===== config.mk =====
export PLATFORM = sky130hd
export DESIGN_NAME = csf_status_reg
export DESIGN_NICKNAME = d
export VERILOG_FILES = /design/src/csf_pkg.sv /design/src/csf_adder.sv /design/src/csf_status_reg.sv
export VERILOG_INCLUDE_DIRS = /design/src /design/src/src
export SDC_FILE = /design/constraint.sdc
export NUM_CORES = 1
export LEC_CHECK = 0
export ABC_AREA = 1
export BUFFER_PORTS_ARGS = -buffer_cell sky130_fd_sc_hd__buf_2
export CAP_MARGIN = 20
export CORE_MARGIN = 3
export CORE_UTILIZATION = 30
export DETAILED_ROUTE_END_ITERATION = 8
export HOLD_SLACK_MARGIN = 0.06
export MAX_ROUTING_LAYER = met4
export PLACE_DENSITY = 0.57
export SLEW_MARGIN = 20
export SYNTH_ARGS = -nofsm -noshare
export SYNTH_HDL_FRONTEND = slang
export SYNTH_HIERARCHICAL = 1
export SYNTH_SLANG_ARGS = --single-unit

===== constraint.sdc =====
create_clock -name REF_CLK_I -period 1.44 [get_ports REF_CLK_I]
set_input_delay 0.144 -clock REF_CLK_I [delete_from_list [all_inputs] [get_ports REF_CLK_I]]
set_output_delay 0.144 -clock REF_CLK_I [all_outputs]
set_load 0.01 [all_outputs]

===== src/csf_params.svh =====
// Constants for the status flag register block.
`ifndef CSF_PARAMS_SVH
`define CSF_PARAMS_SVH

// ----------------------------------------------------------------------------
// Bit positions inside the status register
// ----------------------------------------------------------------------------
`define CSF_BIT_CARRY 0
`define CSF_BIT_DIGIT 1
`define CSF_BIT_ZERO 2
`define CSF_BIT_PDOWN 3
`define CSF_BIT_TOUT 4
`define CSF_BIT_BANK 5
`define CSF_BIT_UPBANK 6
`define CSF_BIT_INDBANK 7
`define CSF_FIELD_HI_MSB 7
`define CSF_FIELD_HI_LSB 5
`define CSF_FIELD_RC_MSB 4
`define CSF_FIELD_RC_LSB 3
`define CSF_FIELD_ALU_MSB 2
`define CSF_FIELD_ALU_LSB 0

// ----------------------------------------------------------------------------
// Reset values and data constants
// ----------------------------------------------------------------------------
`define CSF_POR_VALUE 8'h18
`define CSF_BYTE_ZERO 8'h00
`define CSF_BYTE_ONES 8'hff
`define CSF_HI_CLEAR 3'h0
`define CSF_NIBBLE_MAX 5'h0f
`define CSF_BANK_OFFSET_W 7
`define CSF_NIBBLE_W 4

`endif


===== src/csf_pkg.sv =====
// Types shared by the status flag register block.
package csf_pkg;

  typedef enum logic [3:0] {
    CSF_OP_ADD = 4'h0,
    CSF_OP_SUB = 4'h1,
    CSF_OP_AND = 4'h2,
    CSF_OP_IOR = 4'h3,
    CSF_OP_XOR = 4'h4,
    CSF_OP_COM = 4'h5,
    CSF_OP_INC = 4'h6,
    CSF_OP_DEC = 4'h7,
    CSF_OP_MOVF = 4'h8,
    CSF_OP_CLR = 4'h9,
    CSF_OP_BCLR = 4'ha,
    CSF_OP_BSET = 4'hb,
    CSF_OP_SWAP = 4'hc,
    CSF_OP_MOVE_W_TO_FILE_OP = 4'hd
  } csf_op_e;

  typedef logic [7:0] csf_byte_t;

endpackage


===== src/csf_adder.sv =====
// Ripple adder that reports the carry out of the low nibble and of the top bit.
`timescale 1ns/1ps
`default_nettype none
module csf_adder #(
  parameter int WIDTH = 8,
  parameter int NIBBLE = 4
) (
  // Operands
  input wire logic [WIDTH-1:0] x_i,
  input wire logic [WIDTH-1:0] y_i,
  input wire logic cin_i,
  // Results
  output logic [WIDTH-1:0] sum_o,
  output logic digit_carry_o,
  output logic carry_o
);

  logic [NIBBLE:0] low_sum;
  logic [WIDTH:0] full_sum;

  always_comb
  begin
    low_sum = {1'b0, x_i[NIBBLE-1:0]} + {1'b0, y_i[NIBBLE-1:0]} + {{NIBBLE{1'b0}}, cin_i};
    full_sum = {1'b0, x_i} + {1'b0, y_i} + {{WIDTH{1'b0}}, cin_i};
    sum_o = full_sum[WIDTH-1:0];
    digit_carry_o = low_sum[NIBBLE];
    carry_o = full_sum[WIDTH];
  end

endmodule
`default_nettype wire


===== src/csf_status_reg.sv =====
// Processor status register with flag protection, reset cause and bank select.
// What this block does
// - Status register accepts any instruction's result like other data registers.
// - Flag-updating ops writing status keep data off zero, digit and carry bits.
// - Instruction writes never change timeout or power-down flags.
// - Clearing status clears upper three bits and sets zero, leaving others.
// - Bit clear, bit set, swap and move-from-W leave arithmetic flags alone unless status is their destination.
// - In subtraction carry and digit carry mean no borrow when one.
// - Subtraction adds the two's complement; flags come from that addition.
// - Bank select bit picks bank 0 or bank 1 at 80h, 128 bytes each.
// - One readable byte holds ALU flags, reset cause flags and bank bits.
`timescale 1ns/1ps
`default_nettype none
`include "csf_params.svh"
module csf_status_reg #(
  parameter int WIDTH = 8
) (
  // Clock and reset
  input wire logic REF_CLK_I,
  input wire logic RST_I,
  // Instruction from the execution datapath
  input wire logic INSTR_VALID_I,
  input wire csf_pkg::csf_op_e INSTR_OP_I,
  input wire logic DEST_STATUS_I,
  input wire logic [WIDTH-1:0] OPERAND_W_I,
  input wire logic [WIDTH-1:0] OPERAND_F_I,
  input wire logic [2:0] BIT_SEL_I,
  // Reset cause events
  input wire logic OTHER_RESET_I,
  input wire logic WDT_CLEAR_I,
  input wire logic SLEEP_ENTER_I,
  input wire logic WDT_TIMEOUT_I,
  // Direct addressing
  input wire logic [`CSF_BANK_OFFSET_W-1:0] DIRECT_ADDR_I,
  // Results
  output logic [WIDTH-1:0] STATUS_O,
  output logic [WIDTH-1:0] RESULT_O,
  output logic RESULT_WE_O,
  output logic [`CSF_BANK_OFFSET_W:0] DATA_ADDR_O
);

  // --------------------------------------------------------------------------
  // Arithmetic
  // --------------------------------------------------------------------------
  logic [WIDTH-1:0] add_x;
  logic [WIDTH-1:0] add_y;
  logic add_cin;
  logic [WIDTH-1:0] add_sum;
  logic add_dc;
  logic add_c;

  csf_adder #(
    .WIDTH(WIDTH),
    .NIBBLE(`CSF_NIBBLE_W)
  ) csf_adder_inst (
    .x_i(add_x),
    .y_i(add_y),
    .cin_i(add_cin),
    .sum_o(add_sum),
    .digit_carry_o(add_dc),
    .carry_o(add_c)
  );

  logic [WIDTH-1:0] res;
  logic sets_zero;
  logic sets_carry;
  logic [WIDTH-1:0] bit_mask;

  always_comb
  begin
    add_x = OPERAND_F_I;
    add_y = `CSF_BYTE_ZERO;
    add_cin = 1'b0;
    res = `CSF_BYTE_ZERO;
    sets_zero = 1'b0;
    sets_carry = 1'b0;
    bit_mask = WIDTH'(1) << BIT_SEL_I;
    unique case (INSTR_OP_I)
      csf_pkg::CSF_OP_ADD:
      begin
        add_y = OPERAND_W_I;
        res = add_sum;
        sets_zero = 1'b1;
        sets_carry = 1'b1;
      end
      csf_pkg::CSF_OP_SUB:
      begin
        add_y = ~OPERAND_W_I;
        add_cin = 1'b1;
        res = add_sum;
        sets_zero = 1'b1;
        sets_carry = 1'b1;
      end
      csf_pkg::CSF_OP_INC:
      begin
        add_cin = 1'b1;
        res = add_sum;
        sets_zero = 1'b1;
      end
      csf_pkg::CSF_OP_DEC:
      begin
        add_y = `CSF_BYTE_ONES;
        res = add_sum;
        sets_zero = 1'b1;
      end
      csf_pkg::CSF_OP_AND:
      begin
        res = OPERAND_W_I & OPERAND_F_I;
        sets_zero = 1'b1;
      end
      csf_pkg::CSF_OP_IOR:
      begin
        res = OPERAND_W_I | OPERAND_F_I;
        sets_zero = 1'b1;
      end
      csf_pkg::CSF_OP_XOR:
      begin
        res = OPERAND_W_I ^ OPERAND_F_I;
        sets_zero = 1'b1;
      end
      csf_pkg::CSF_OP_COM:
      begin
        res = ~OPERAND_F_I;
        sets_zero = 1'b1;
      end
      csf_pkg::CSF_OP_MOVF:
      begin
        res = OPERAND_F_I;
        sets_zero = 1'b1;
      end
      csf_pkg::CSF_OP_CLR:
      begin
        res = `CSF_BYTE_ZERO;
        sets_zero = 1'b1;
      end
      csf_pkg::CSF_OP_BCLR: res = OPERAND_F_I & ~bit_mask;
      csf_pkg::CSF_OP_BSET: res = OPERAND_F_I | bit_mask;
      csf_pkg::CSF_OP_SWAP:
      begin
        res = {OPERAND_F_I[`CSF_NIBBLE_W-1:0], OPERAND_F_I[WIDTH-1:`CSF_NIBBLE_W]};
      end
      csf_pkg::CSF_OP_MOVE_W_TO_FILE_OP: res = OPERAND_W_I;
      default: res = OPERAND_F_I;
    endcase
  end

  // --------------------------------------------------------------------------
  // Status register
  // --------------------------------------------------------------------------
  logic [WIDTH-1:0] status_reg;
  logic [WIDTH-1:0] status_next;

  always_comb
  begin
    status_next = status_reg;
    if (INSTR_VALID_I && DEST_STATUS_I)
    begin
      status_next[`CSF_FIELD_HI_MSB:`CSF_FIELD_HI_LSB] =
        res[`CSF_FIELD_HI_MSB:`CSF_FIELD_HI_LSB];
      if (!sets_zero)
      begin
        status_next[`CSF_FIELD_ALU_MSB:`CSF_FIELD_ALU_LSB] =
          res[`CSF_FIELD_ALU_MSB:`CSF_FIELD_ALU_LSB];
      end
    end
    if (INSTR_VALID_I && sets_zero)
    begin
      status_next[`CSF_BIT_ZERO] = (res == `CSF_BYTE_ZERO);
    end
    if (INSTR_VALID_I && sets_carry)
    begin
      status_next[`CSF_BIT_DIGIT] = add_dc;
      status_next[`CSF_BIT_CARRY] = add_c;
    end
    if (WDT_TIMEOUT_I)
    begin
      status_next[`CSF_BIT_TOUT] = 1'b0;
    end
    if (SLEEP_ENTER_I)
    begin
      status_next[`CSF_BIT_PDOWN] = 1'b0;
      status_next[`CSF_BIT_TOUT] = 1'b1;
    end
    if (WDT_CLEAR_I)
    begin
      status_next[`CSF_BIT_TOUT] = 1'b1;
      status_next[`CSF_BIT_PDOWN] = 1'b1;
    end
    if (OTHER_RESET_I)
    begin
      status_next[`CSF_FIELD_HI_MSB:`CSF_FIELD_HI_LSB] = `CSF_HI_CLEAR;
    end
  end

  always_ff @(posedge REF_CLK_I or posedge RST_I)
  begin
    if (RST_I)
    begin
      status_reg <= `CSF_POR_VALUE;
    end
    else
    begin
      status_reg <= status_next;
    end
  end

  // --------------------------------------------------------------------------
  // Result and address outputs
  // --------------------------------------------------------------------------
  logic [WIDTH-1:0] result_reg;
  logic [WIDTH-1:0] result_next;
  logic result_we_reg;
  logic result_we_next;
  logic [`CSF_BANK_OFFSET_W:0] addr_reg;
  logic [`CSF_BANK_OFFSET_W:0] addr_next;

  always_comb
  begin
    result_next = result_reg;
    result_we_next = INSTR_VALID_I && !DEST_STATUS_I;
    if (result_we_next)
    begin
      result_next = res;
    end
    addr_next = {status_reg[`CSF_BIT_BANK], DIRECT_ADDR_I};
  end

  always_ff @(posedge REF_CLK_I or posedge RST_I)
  begin
    if (RST_I)
    begin
      result_reg <= `CSF_BYTE_ZERO;
      result_we_reg <= 1'b0;
      addr_reg <= '0;
    end
    else
    begin
      result_reg <= result_next;
      result_we_reg <= result_we_next;
      addr_reg <= addr_next;
    end
  end

  assign STATUS_O = status_reg;
  assign RESULT_O = result_reg;
  assign RESULT_WE_O = result_we_reg;
  assign DATA_ADDR_O = addr_reg;

  logic no_events;
  assign no_events = !OTHER_RESET_I && !WDT_CLEAR_I && !SLEEP_ENTER_I && !WDT_TIMEOUT_I;
endmodule
`default_nettype wire

==> flow_summary.yaml, run 1 <==
yosys:
  synthCells: 404
  synth-seq-area-share: 0.267
  synth_top_area_frac: 0.252
  synth_area_leader_cell: "nand2_1"
  synth_edf_count: 0
  synthFlopType: "dfrtp_1"
  syn_area_per_cell_um2: 5.82
  synth_area_um2: 2350
  yosysUniqueCellTypes: 29
  ys_async_sr_fraction: 1.00
  yosys_warnings: 6
  synth_area_leaders: "nand2_1, dfrtp_1, inv_1, nor2_1, nand3_1"
  ys_ff_latch: 25
  synth_nets: 451
setup_path:
  arrival_ns: 2.36
  end_kind: "flip-flop"
  crit_end: "RESULT_O[5]"
  path_class: "in2reg"
  rrSetupSlack_ns: 0.64
  crit_required_ns: 1.59
  cp.depth: 20
  critPathLaunch: "INSTR_OP_I[1]"
  path_cells: "buf_8, buf_6, a31o_4, fa_2, buf_4, buf_4, nand2_4, nand2_4, nand3b_1, nand2_1, nand2_1, nand2_1, nand2_1, nand2_1, nor2_2, nand3_2, buf_6, buf_6, inv_4, o21ai_0"
  r2r-end: "STATUS_O[4]"
  timing.rr.start: "STATUS_O[4]"
  reg2reg_depth: 2
  cp_num_buf_inv: 7
  crit_slowest_cell: "fa_2"
  startpoint_type: "input pin"
  critical-path-max-stage-delay_ns: 0.38
  crit_fanout: 4
  cpMostUsedCell: "nand2_1"
  cpLargestDelayFamily: "buffers and inverters"
route:
  wl_um: 8460
  drtAntennaViolNets: 0
  drcViolationCount: 0
  drtIter0Drc: 121
  wl_per_cell_um: 12.8
  via_per_inst: 4.56
  drtPass1Iterations: 4
  num_vias: 3021
clock_network:
  h-tree-depth: 1
  clock_latency_ns: 0.27
  cts_tree: "yes"
  cts.clk_slew.worst_paths_ns: 0.08
  root_buffer: "clkbuf_8"
  cts_buffers: 3
  clock-sinks: 25
  clockBufferDepth: 2
global_routing:
  gr-total-overflow: 0
  grt_pass1_wl_um: 13900
  grt_max_degree: 26
  grtUsageTotal: 0.201
  antenna_found_initial: 0
  grt_pass1_vias: 2995
timing:
  slew_headroom: 0.712
  setup_viol: 14
  setup_slack_ns: -0.775
  worst_pin_slew_ns: 0.432
  period_share: 1.54
  layout_min_cycle_time_ns: 2.21
  rsz0062_at_grt: "true"
  max_freq_mhz: 452
  hold_viol: 0
  slew_viol_final: 0
  skew_ns: 0.000117
power:
  power_density_nw_per_um2: 606
  p_leak_nw: 2.26
  irDropWorstVdd_uv: 364
layout:
  area_delta_synth_final_pct: 67.6
  mostFrequentLayoutCells: "nand2_1, buf_4, buf_2, inv_1, nor2_1"
  final_common_cell: "nand2_1"
  drive_above_1_share: 0.399
  nets: 612
  utilization: 0.529
  instances_no_fill: 663
  diodes: 0
floorplan:
  start_util: 0.316
  io_pins: 63
  dieArea_um2: 8940
  rows: 31
  die_height_um: 94.6
  core_area_um2: 7450
  die_x_um: 94.6
outcome:
  outcome: "complete, but fails checks"
  violations: "negative setup slack"
run:
  max-cap-violations: 0
placement:
  placed_cells: 636
  dp_hpwl_um: 6710
  preCtsSetupSlack_ns: -1.16
  port_buffers: 62
  gp_congestion: 0.904
hold_path:
  hold_path_class: "in2reg"
==> cell families after synthesis <==
group,share of synthesized area
and+or+nand+nor,0.461
adders and majority gates,0.0543
xor gates and xnor gates,0.0223
DFF,0.267
AOI/OAI and AO/OA,0.0894
buffers and inverters,0.106
==> metal layers <==
| metal | GRT usage | up-vias | routed length (um) |
|---|---|---|---|
| met2 | 0.345 | 78 | 4050 |
| met4 | 0.0493 | 0 | 137 |
| met3 | 0.0183 | 12 | 469 |
| met1 | 0.255 | 1359 | 3800 |
| met5 | - | - | 0 |
| li1 | - | 1572 | - |
==> state kept, by name, summed over array words and instances, names as in the netlist <==
register,count
RESULT_WE_O,1
RESULT_O,8
STATUS_O,8
DATA_ADDR_O,8
==> power breakdown <==
group | internal [mW] | switching, mW
Combinational | 0.560 | 0.604
Sequential | 0.782 | 0.0363
Clock | 0.193 | 0.215
==> metrics by stage <==
stage               setup TNS (ns)  cell area, um2  power [mW]  hold slack, ns
finish                       -8.34            3940        2.39          0.0749
global route                 -9.99            3940        2.57          0.0814
CTS                          -7.04            3750        2.31          0.0704
detailed placement          -12.62            3470        1.82           0.205
global placement            -12.12            3470        1.81           0.200
floorplan                    -7.16            2510        1.34           0.170
==> cell type report <==
class,count,area (um2)
inverter,57,231
multi-input combinational,317,1750
fill,775,3500
timing repair buffer,161,1160
sequential,25,628
tap,99,124
clock buffer,3,41.3
clock inverter,1,5.00
==> synth_stat cells, types with 2 or more instances <==
cell,number
nand2_2,2
nor2_1,55
nand2_1,158
nor2_2,3
xor2_1,4
a21oi_1,10
nand3_1,40
dfrtp_1,23
nand3b_1,2
buf_2,2
o21ai_0,20
buf_6,2
dfstp_2,2
xnor2_1,2
inv_1,57
ha_1,7
a31oi_1,2
fa_1,2
==> worst min-delay path by stage <==
stage / from / depth (start not counted) / end
global placement: RST_I / 3 / DATA_ADDR_O[5]
global route: WDT_CLEAR_I / 2 / STATUS_O[3]
CTS: WDT_CLEAR_I / 2 / STATUS_O[3]
floorplan: RST_I / 1 / DATA_ADDR_O[0]
detailed placement: RST_I / 3 / DATA_ADDR_O[2]
finish: WDT_CLEAR_I / 2 / STATUS_O[3]
==> what timing repair did <==
action,CTS,global route
hold endpoints to repair,31,0
hold buffers,9,0
endpoints found under the setup margin,14,14
cloned,0,0
buffers inserted,6,11
pin swaps,7,26
resized for setup,36,34
Note: power is estimated with default switching activity, not from simulation.
==> inputs of run 2 (changes only) <==
==> constraint.sdc (replaced) <==
create_clock -name REF_CLK_I -period 2.2 [get_ports REF_CLK_I]
set_input_delay 0.22 -clock REF_CLK_I [delete_from_list [all_inputs] [get_ports REF_CLK_I]]
set_output_delay 0.22 -clock REF_CLK_I [all_outputs]
set_load 0.01 [all_outputs]
==> flow_summary.yaml, run 2 (same netlist as run 1, synthesis figures left out) <==
timing:
  rsz0062_at_grt: "true"
  max_freq_mhz: 438
  setup_slack_ns: -0.0838
  period_share: 1.04
  layout_min_cycle_time_ns: 2.28
  slew_viol_final: 0
  slew_headroom: 0.535
  setup_viol: 1
  hold_viol: 0
  worst_pin_slew_ns: 0.695
  skew_ns: 0.0000383
run:
  max-cap-violations: 0
clock_network:
  cts_tree: "yes"
  clockBufferDepth: 2
  clock_latency_ns: 0.26
  h-tree-depth: 1
  clock-sinks: 25
  cts.clk_slew.worst_paths_ns: 0.08
  root_buffer: "clkbuf_8"
  cts_buffers: 3
setup_path:
  crit_required_ns: 2.40
  path_class: "in2reg"
  end_kind: "flip-flop"
  arrival_ns: 2.48
  timing.rr.start: "STATUS_O[4]"
  startpoint_type: "input pin"
  crit_fanout: 4
  critPathLaunch: "INSTR_OP_I[2]"
floorplan:
  io_pins: 63
  die_height_um: 94.6
  core_area_um2: 7450
  dieArea_um2: 8940
  rows: 31
  die_x_um: 94.6
  start_util: 0.316
placement:
  placed_area_um2: 3100
  port_buffers: 62
  gp_congestion: 0.981
  dp_hpwl_um: 6560
  preCtsSetupSlack_ns: -0.459
global_routing:
  antenna_found_initial: 0
  grt_pass1_wl_um: 13600
  grt_max_degree: 26
  gr-total-overflow: 0
  grtUsageTotal: 0.198
  grt_pass1_vias: 2797
hold_path:
  hold_path_class: "in2reg"
  min_from: "WDT_TIMEOUT_I"
route:
  wl_per_cell_um: 13.4
  wl_met2_um: 3990
  highest_layer: "met4"
  drtIter0Drc: 168
  via_per_inst: 4.73
  wl_met1_um: 3760
  wl_um: 8330
  route.met3.wl_um: 430
  drtPass1Iterations: 5
  drtAntennaViolNets: 0
  drcViolationCount: 0
  num_vias: 2950
power:
  power_density_nw_per_um2: 419
  irDropWorstVdd_uv: 292
  p_leak_nw: 1.98
layout:
  nFillCells: 798
  multi_input_area_um2: 1590
  seqCellArea_um2: 628
  area_delta_synth_final_pct: 47.2
  mostFrequentLayoutCells: "nand2_1, buf_2, nor2_1, inv_1, buf_4"
  nets: 573
  drive_above_1_share: 0.307
  finalInstanceArea_um2: 3460
  diodes: 0
  final_common_cell: "nand2_1"
outcome:
  violations: "negative setup slack"
  outcome: "complete, but fails checks"
-- run 2: cell types whose count changed in the layout (fill, tap and decap cells not counted), sizes merged --
cell,delta
buf,-38
clkinv,-1
clkinvlp,+1
dlygate4sd3,-1
-- run 2: layout make-up --
type                       instances  area share
multi-input combinational        317       0.459
timing repair buffer             122       0.245
sequential                        25       0.181
inverter                          57      0.0647
tap                               99      0.0358
clock buffer                       3      0.0119
clock inverter                     1     0.00217
-- run 2: critical path: stages --
cell     delay, ns
buf_8         0.09
nor2_2        0.04
inv_2         0.08
nor2_4        0.05
a31o_4        0.20
fa_2          0.35
fa_2          0.36
buf_4         0.14
xor2_1        0.16
nand2_1       0.09
nand2_1       0.07
nor2_2        0.09
nand3_2       0.14
nor2_1        0.12
nand2_1       0.06
nor2_1        0.10
nor2_1        0.04
nor2_1        0.08
-- run 2: worst paths after layout --
kind | to | slack, ns | depth (start not counted)
max | STATUS_O[2] | -0.08 | 18
min | STATUS_O[4] | 0.13 | 2
max reg2reg | STATUS_O[4] | 1.39 | 2
min reg2reg | DATA_ADDR_O[7] | 0.41 | 0
max in group asynchronous | STATUS_O[4] | 1.38 | 4
min in group asynchronous | DATA_ADDR_O[2] | 0.53 | 4
-- run 2: power by group --
group | total [mW] | internal [mW] | switching (mW)
clock | 0.270 | 0.128 | 0.142
sequential | 0.535 | 0.512 | 0.0236
combinational | 0.643 | 0.285 | 0.358
total | 1.45 | 0.925 | 0.524
-- run 2: routing by layer --
metal | vias to the layer above | GRT usage
met4 | 0 | 0.0457
li1 | 1495 | -
met3 | 21 | 0.0183
met5 | - | -
met1 | 1347 | 0.260
met2 | 87 | 0.332
-- run 2: through the flow --
stage          TNS (ns)  hold WS [ns]  std cells  power (mW)  utilization
6_report        -0.0838         0.126        624        1.45        0.465
5_1_grt           -1.08         0.144        624        1.56        0.465
4_1_cts          -0.112         0.122        623        1.44        0.453
3_5_place_dp      -3.50         0.286        603        1.12        0.416
3_3_place_gp      -2.91         0.279        603        1.11        0.416
2_1_floorplan    -0.391         0.246        404       0.854            -
-- run 2: what timing repair did --
| action | CTS | global route |
|---|---|---|
| gates resized for setup | 28 | 25 |
| endpoints found under the hold margin | 30 | 0 |
| endpoints found under the setup margin | 7 | 10 |
| pin swaps | 17 | 22 |
| setup buffers | 8 | 1 |
| hold buffers | 8 | 0 |
==> inputs of run 3 (changes only) <==
--- a/config.mk
+++ b/config.mk
@@ -15,6 +15,7 @@
 export HOLD_SLACK_MARGIN = 0.06
 export MAX_ROUTING_LAYER = met4
 export PLACE_DENSITY = 0.57
+export SKIP_LAST_GASP = 1
 export SLEW_MARGIN = 20
 export SYNTH_ARGS = -nofsm -noshare
 export SYNTH_HDL_FRONTEND = slang
==> flow_summary.yaml, run 3 (same netlist as run 1, synthesis figures left out) <==
global_routing:
  antenna_found_initial: 0
  grt_pass1_wl_um: 13600
  grt_pass1_vias: 2789
  grt_busiest_layer: "met2"
  grt_util_met1: 0.260
  gr-total-overflow: 0
  grt_use_met3: 0.0183
  grtUsageTotal: 0.198
  met2_usage: 0.333
  grt_max_degree: 26
timing:
  holdWs_ns: 0.126
  rsz0062_at_grt: "true"
  skew_ns: 0.0000383
  hold_viol: 0
  setup_slack_ns: -0.174
  period_share: 1.08
  max_freq_mhz: 421
  layout_min_cycle_time_ns: 2.37
  setup_viol: 6
  slew_viol_final: 0
  worst_pin_slew_ns: 0.692
  slew_headroom: 0.537
placement:
  gp_congestion: 0.981
  dp_hpwl_um: 6560
  port_buffers: 62
  placed_cells: 603
clock_network:
  cts.clk_slew.worst_paths_ns: 0.09
  cts_tree: "yes"
  clock-sinks: 25
  clock_latency_ns: 0.26
  clockBufferDepth: 2
  root_buffer: "clkbuf_8"
  h-tree-depth: 1
  cts_buffers: 3
layout:
  nets: 575
  utilization: 0.478
  seqCellArea_um2: 628
  multi_input_area_um2: 1670
  instances_no_fill: 626
  diodes: 0
  mostFrequentLayoutCells: "nand2_1, buf_2, nor2_1, inv_1, buf_4"
  nFillCells: 790
  final_common_cell: "nand2_1"
  drive_above_1_share: 0.332
  area_delta_synth_final_pct: 51.3
setup_path:
  rrSetupSlack_ns: 1.39
  critPathLaunch: "INSTR_OP_I[2]"
  crit_fanout: 4
  crit_required_ns: 2.36
  crit_end: "STATUS_O[0]"
  arrival_ns: 2.54
  end_kind: "flip-flop"
  path_class: "in2reg"
  timing.rr.start: "STATUS_O[4]"
  reg2reg_depth: 2
  startpoint_type: "input pin"
  r2r-end: "STATUS_O[4]"
run:
  max-cap-violations: 0
power:
  power_density_nw_per_um2: 413
  irDropWorstVdd_uv: 293
  p_leak_nw: 2.01
route:
  drtPass1Iterations: 4
  wl_per_cell_um: 13.6
  num_vias: 2995
  drcViolationCount: 0
  via_per_inst: 4.78
  wl_um: 8530
  drtAntennaViolNets: 0
  drtIter0Drc: 199
floorplan:
  dieArea_um2: 8940
  die_x_um: 94.6
  core_area_um2: 7450
  start_util: 0.316
  io_pins: 63
  die_height_um: 94.6
  rows: 31
hold_path:
  hold_path_class: "in2reg"
outcome:
  violations: "negative setup slack"
  outcome: "complete, but fails checks"
## run 3: changes by cell type in the layout (fill, tap and decap cells not counted), moves of 3 or more
cell and delta:
nand2_1 -4, nand2_2 +4, nand3_1 -4, nand3_2 +4, ha_1 -3, ha_4 +3
## run 3: through the flow
| step | power (mW) | area, um2 | setup WS [ns] | setup TNS (ns) |
|---|---|---|---|---|
| detailed placement | 1.12 | 3100 | -0.459 | -3.50 |
| CTS | 1.43 | 3360 | -0.104 | -0.177 |
| global route | 1.58 | 3560 | -0.294 | -1.54 |
| finish | 1.47 | 3560 | -0.174 | -0.436 |
| global placement | 1.11 | 3100 | -0.378 | -2.91 |
| floorplan | 0.854 | 2390 | -0.251 | -0.391 |
## run 3: power by group
part	switching, mW	total (mW)	internal (mW)
Combinational	0.368	0.661	0.294
Clock	0.146	0.274	0.128
Sequential	0.0239	0.535	0.512
Total	0.537	1.47	0.933
## run 3: metal layers
layer,up-vias,routed length (um)
met5,-,0
met4,0,156
met3,20,452
met2,95,4090
met1,1378,3830
li1,1502,-
## run 3: worst max-delay path, stage by stage
cell	delay, ns
buf_8	0.10
nor2_4	0.03
inv_2	0.11
nor2_4	0.06
a31o_4	0.20
fa_2	0.35
fa_2	0.36
nand2_2	0.08
nand2_2	0.05
nand3b_1	0.11
nand2_2	0.09
buf_6	0.12
buf_6	0.10
buf_4	0.11
buf_4	0.12
buf_4	0.12
nand2_2	0.04
nand2_1	0.05
nand2_1	0.06
nand3_1	0.06
## run 3: layout make-up
cell class,count,area share
Tap cell,99,0.0348
Sequential cell,25,0.177
Multi-Input combinational cell,317,0.469
Clock inverter,1,0.00211
Timing Repair Buffer,124,0.243
Clock buffer,3,0.0116
Inverter,57,0.0629
## run 3: worst min path at each step
| stage | endpoint | slack [ns] | depth (start not counted) | startpoint |
|---|---|---|---|---|
| 2_1_floorplan | DATA_ADDR_O[0] | 0.25 | 1 | RST_I |
| 3_3_place_gp | DATA_ADDR_O[4] | 0.28 | 3 | RST_I |
| 3_5_place_dp | DATA_ADDR_O[5] | 0.29 | 3 | RST_I |
| 4_1_cts | STATUS_O[4] | 0.12 | 2 | WDT_TIMEOUT_I |
| 5_1_grt | STATUS_O[4] | 0.14 | 2 | WDT_TIMEOUT_I |
| 6_report | STATUS_O[4] | 0.13 | 2 | WDT_TIMEOUT_I |
## run 3: what timing repair did
| action | 4_1_cts | 5_1_grt |
|---|---|---|
| hold buffers | 8 | 0 |
| gates cloned | 0 | 0 |
| gates resized for setup | 24 | 43 |
| hold endpoints to repair | 30 | 0 |
| setup endpoints to repair | 7 | 10 |
| pin swaps | 16 | 22 |
| setup buffers | 8 | 3 |
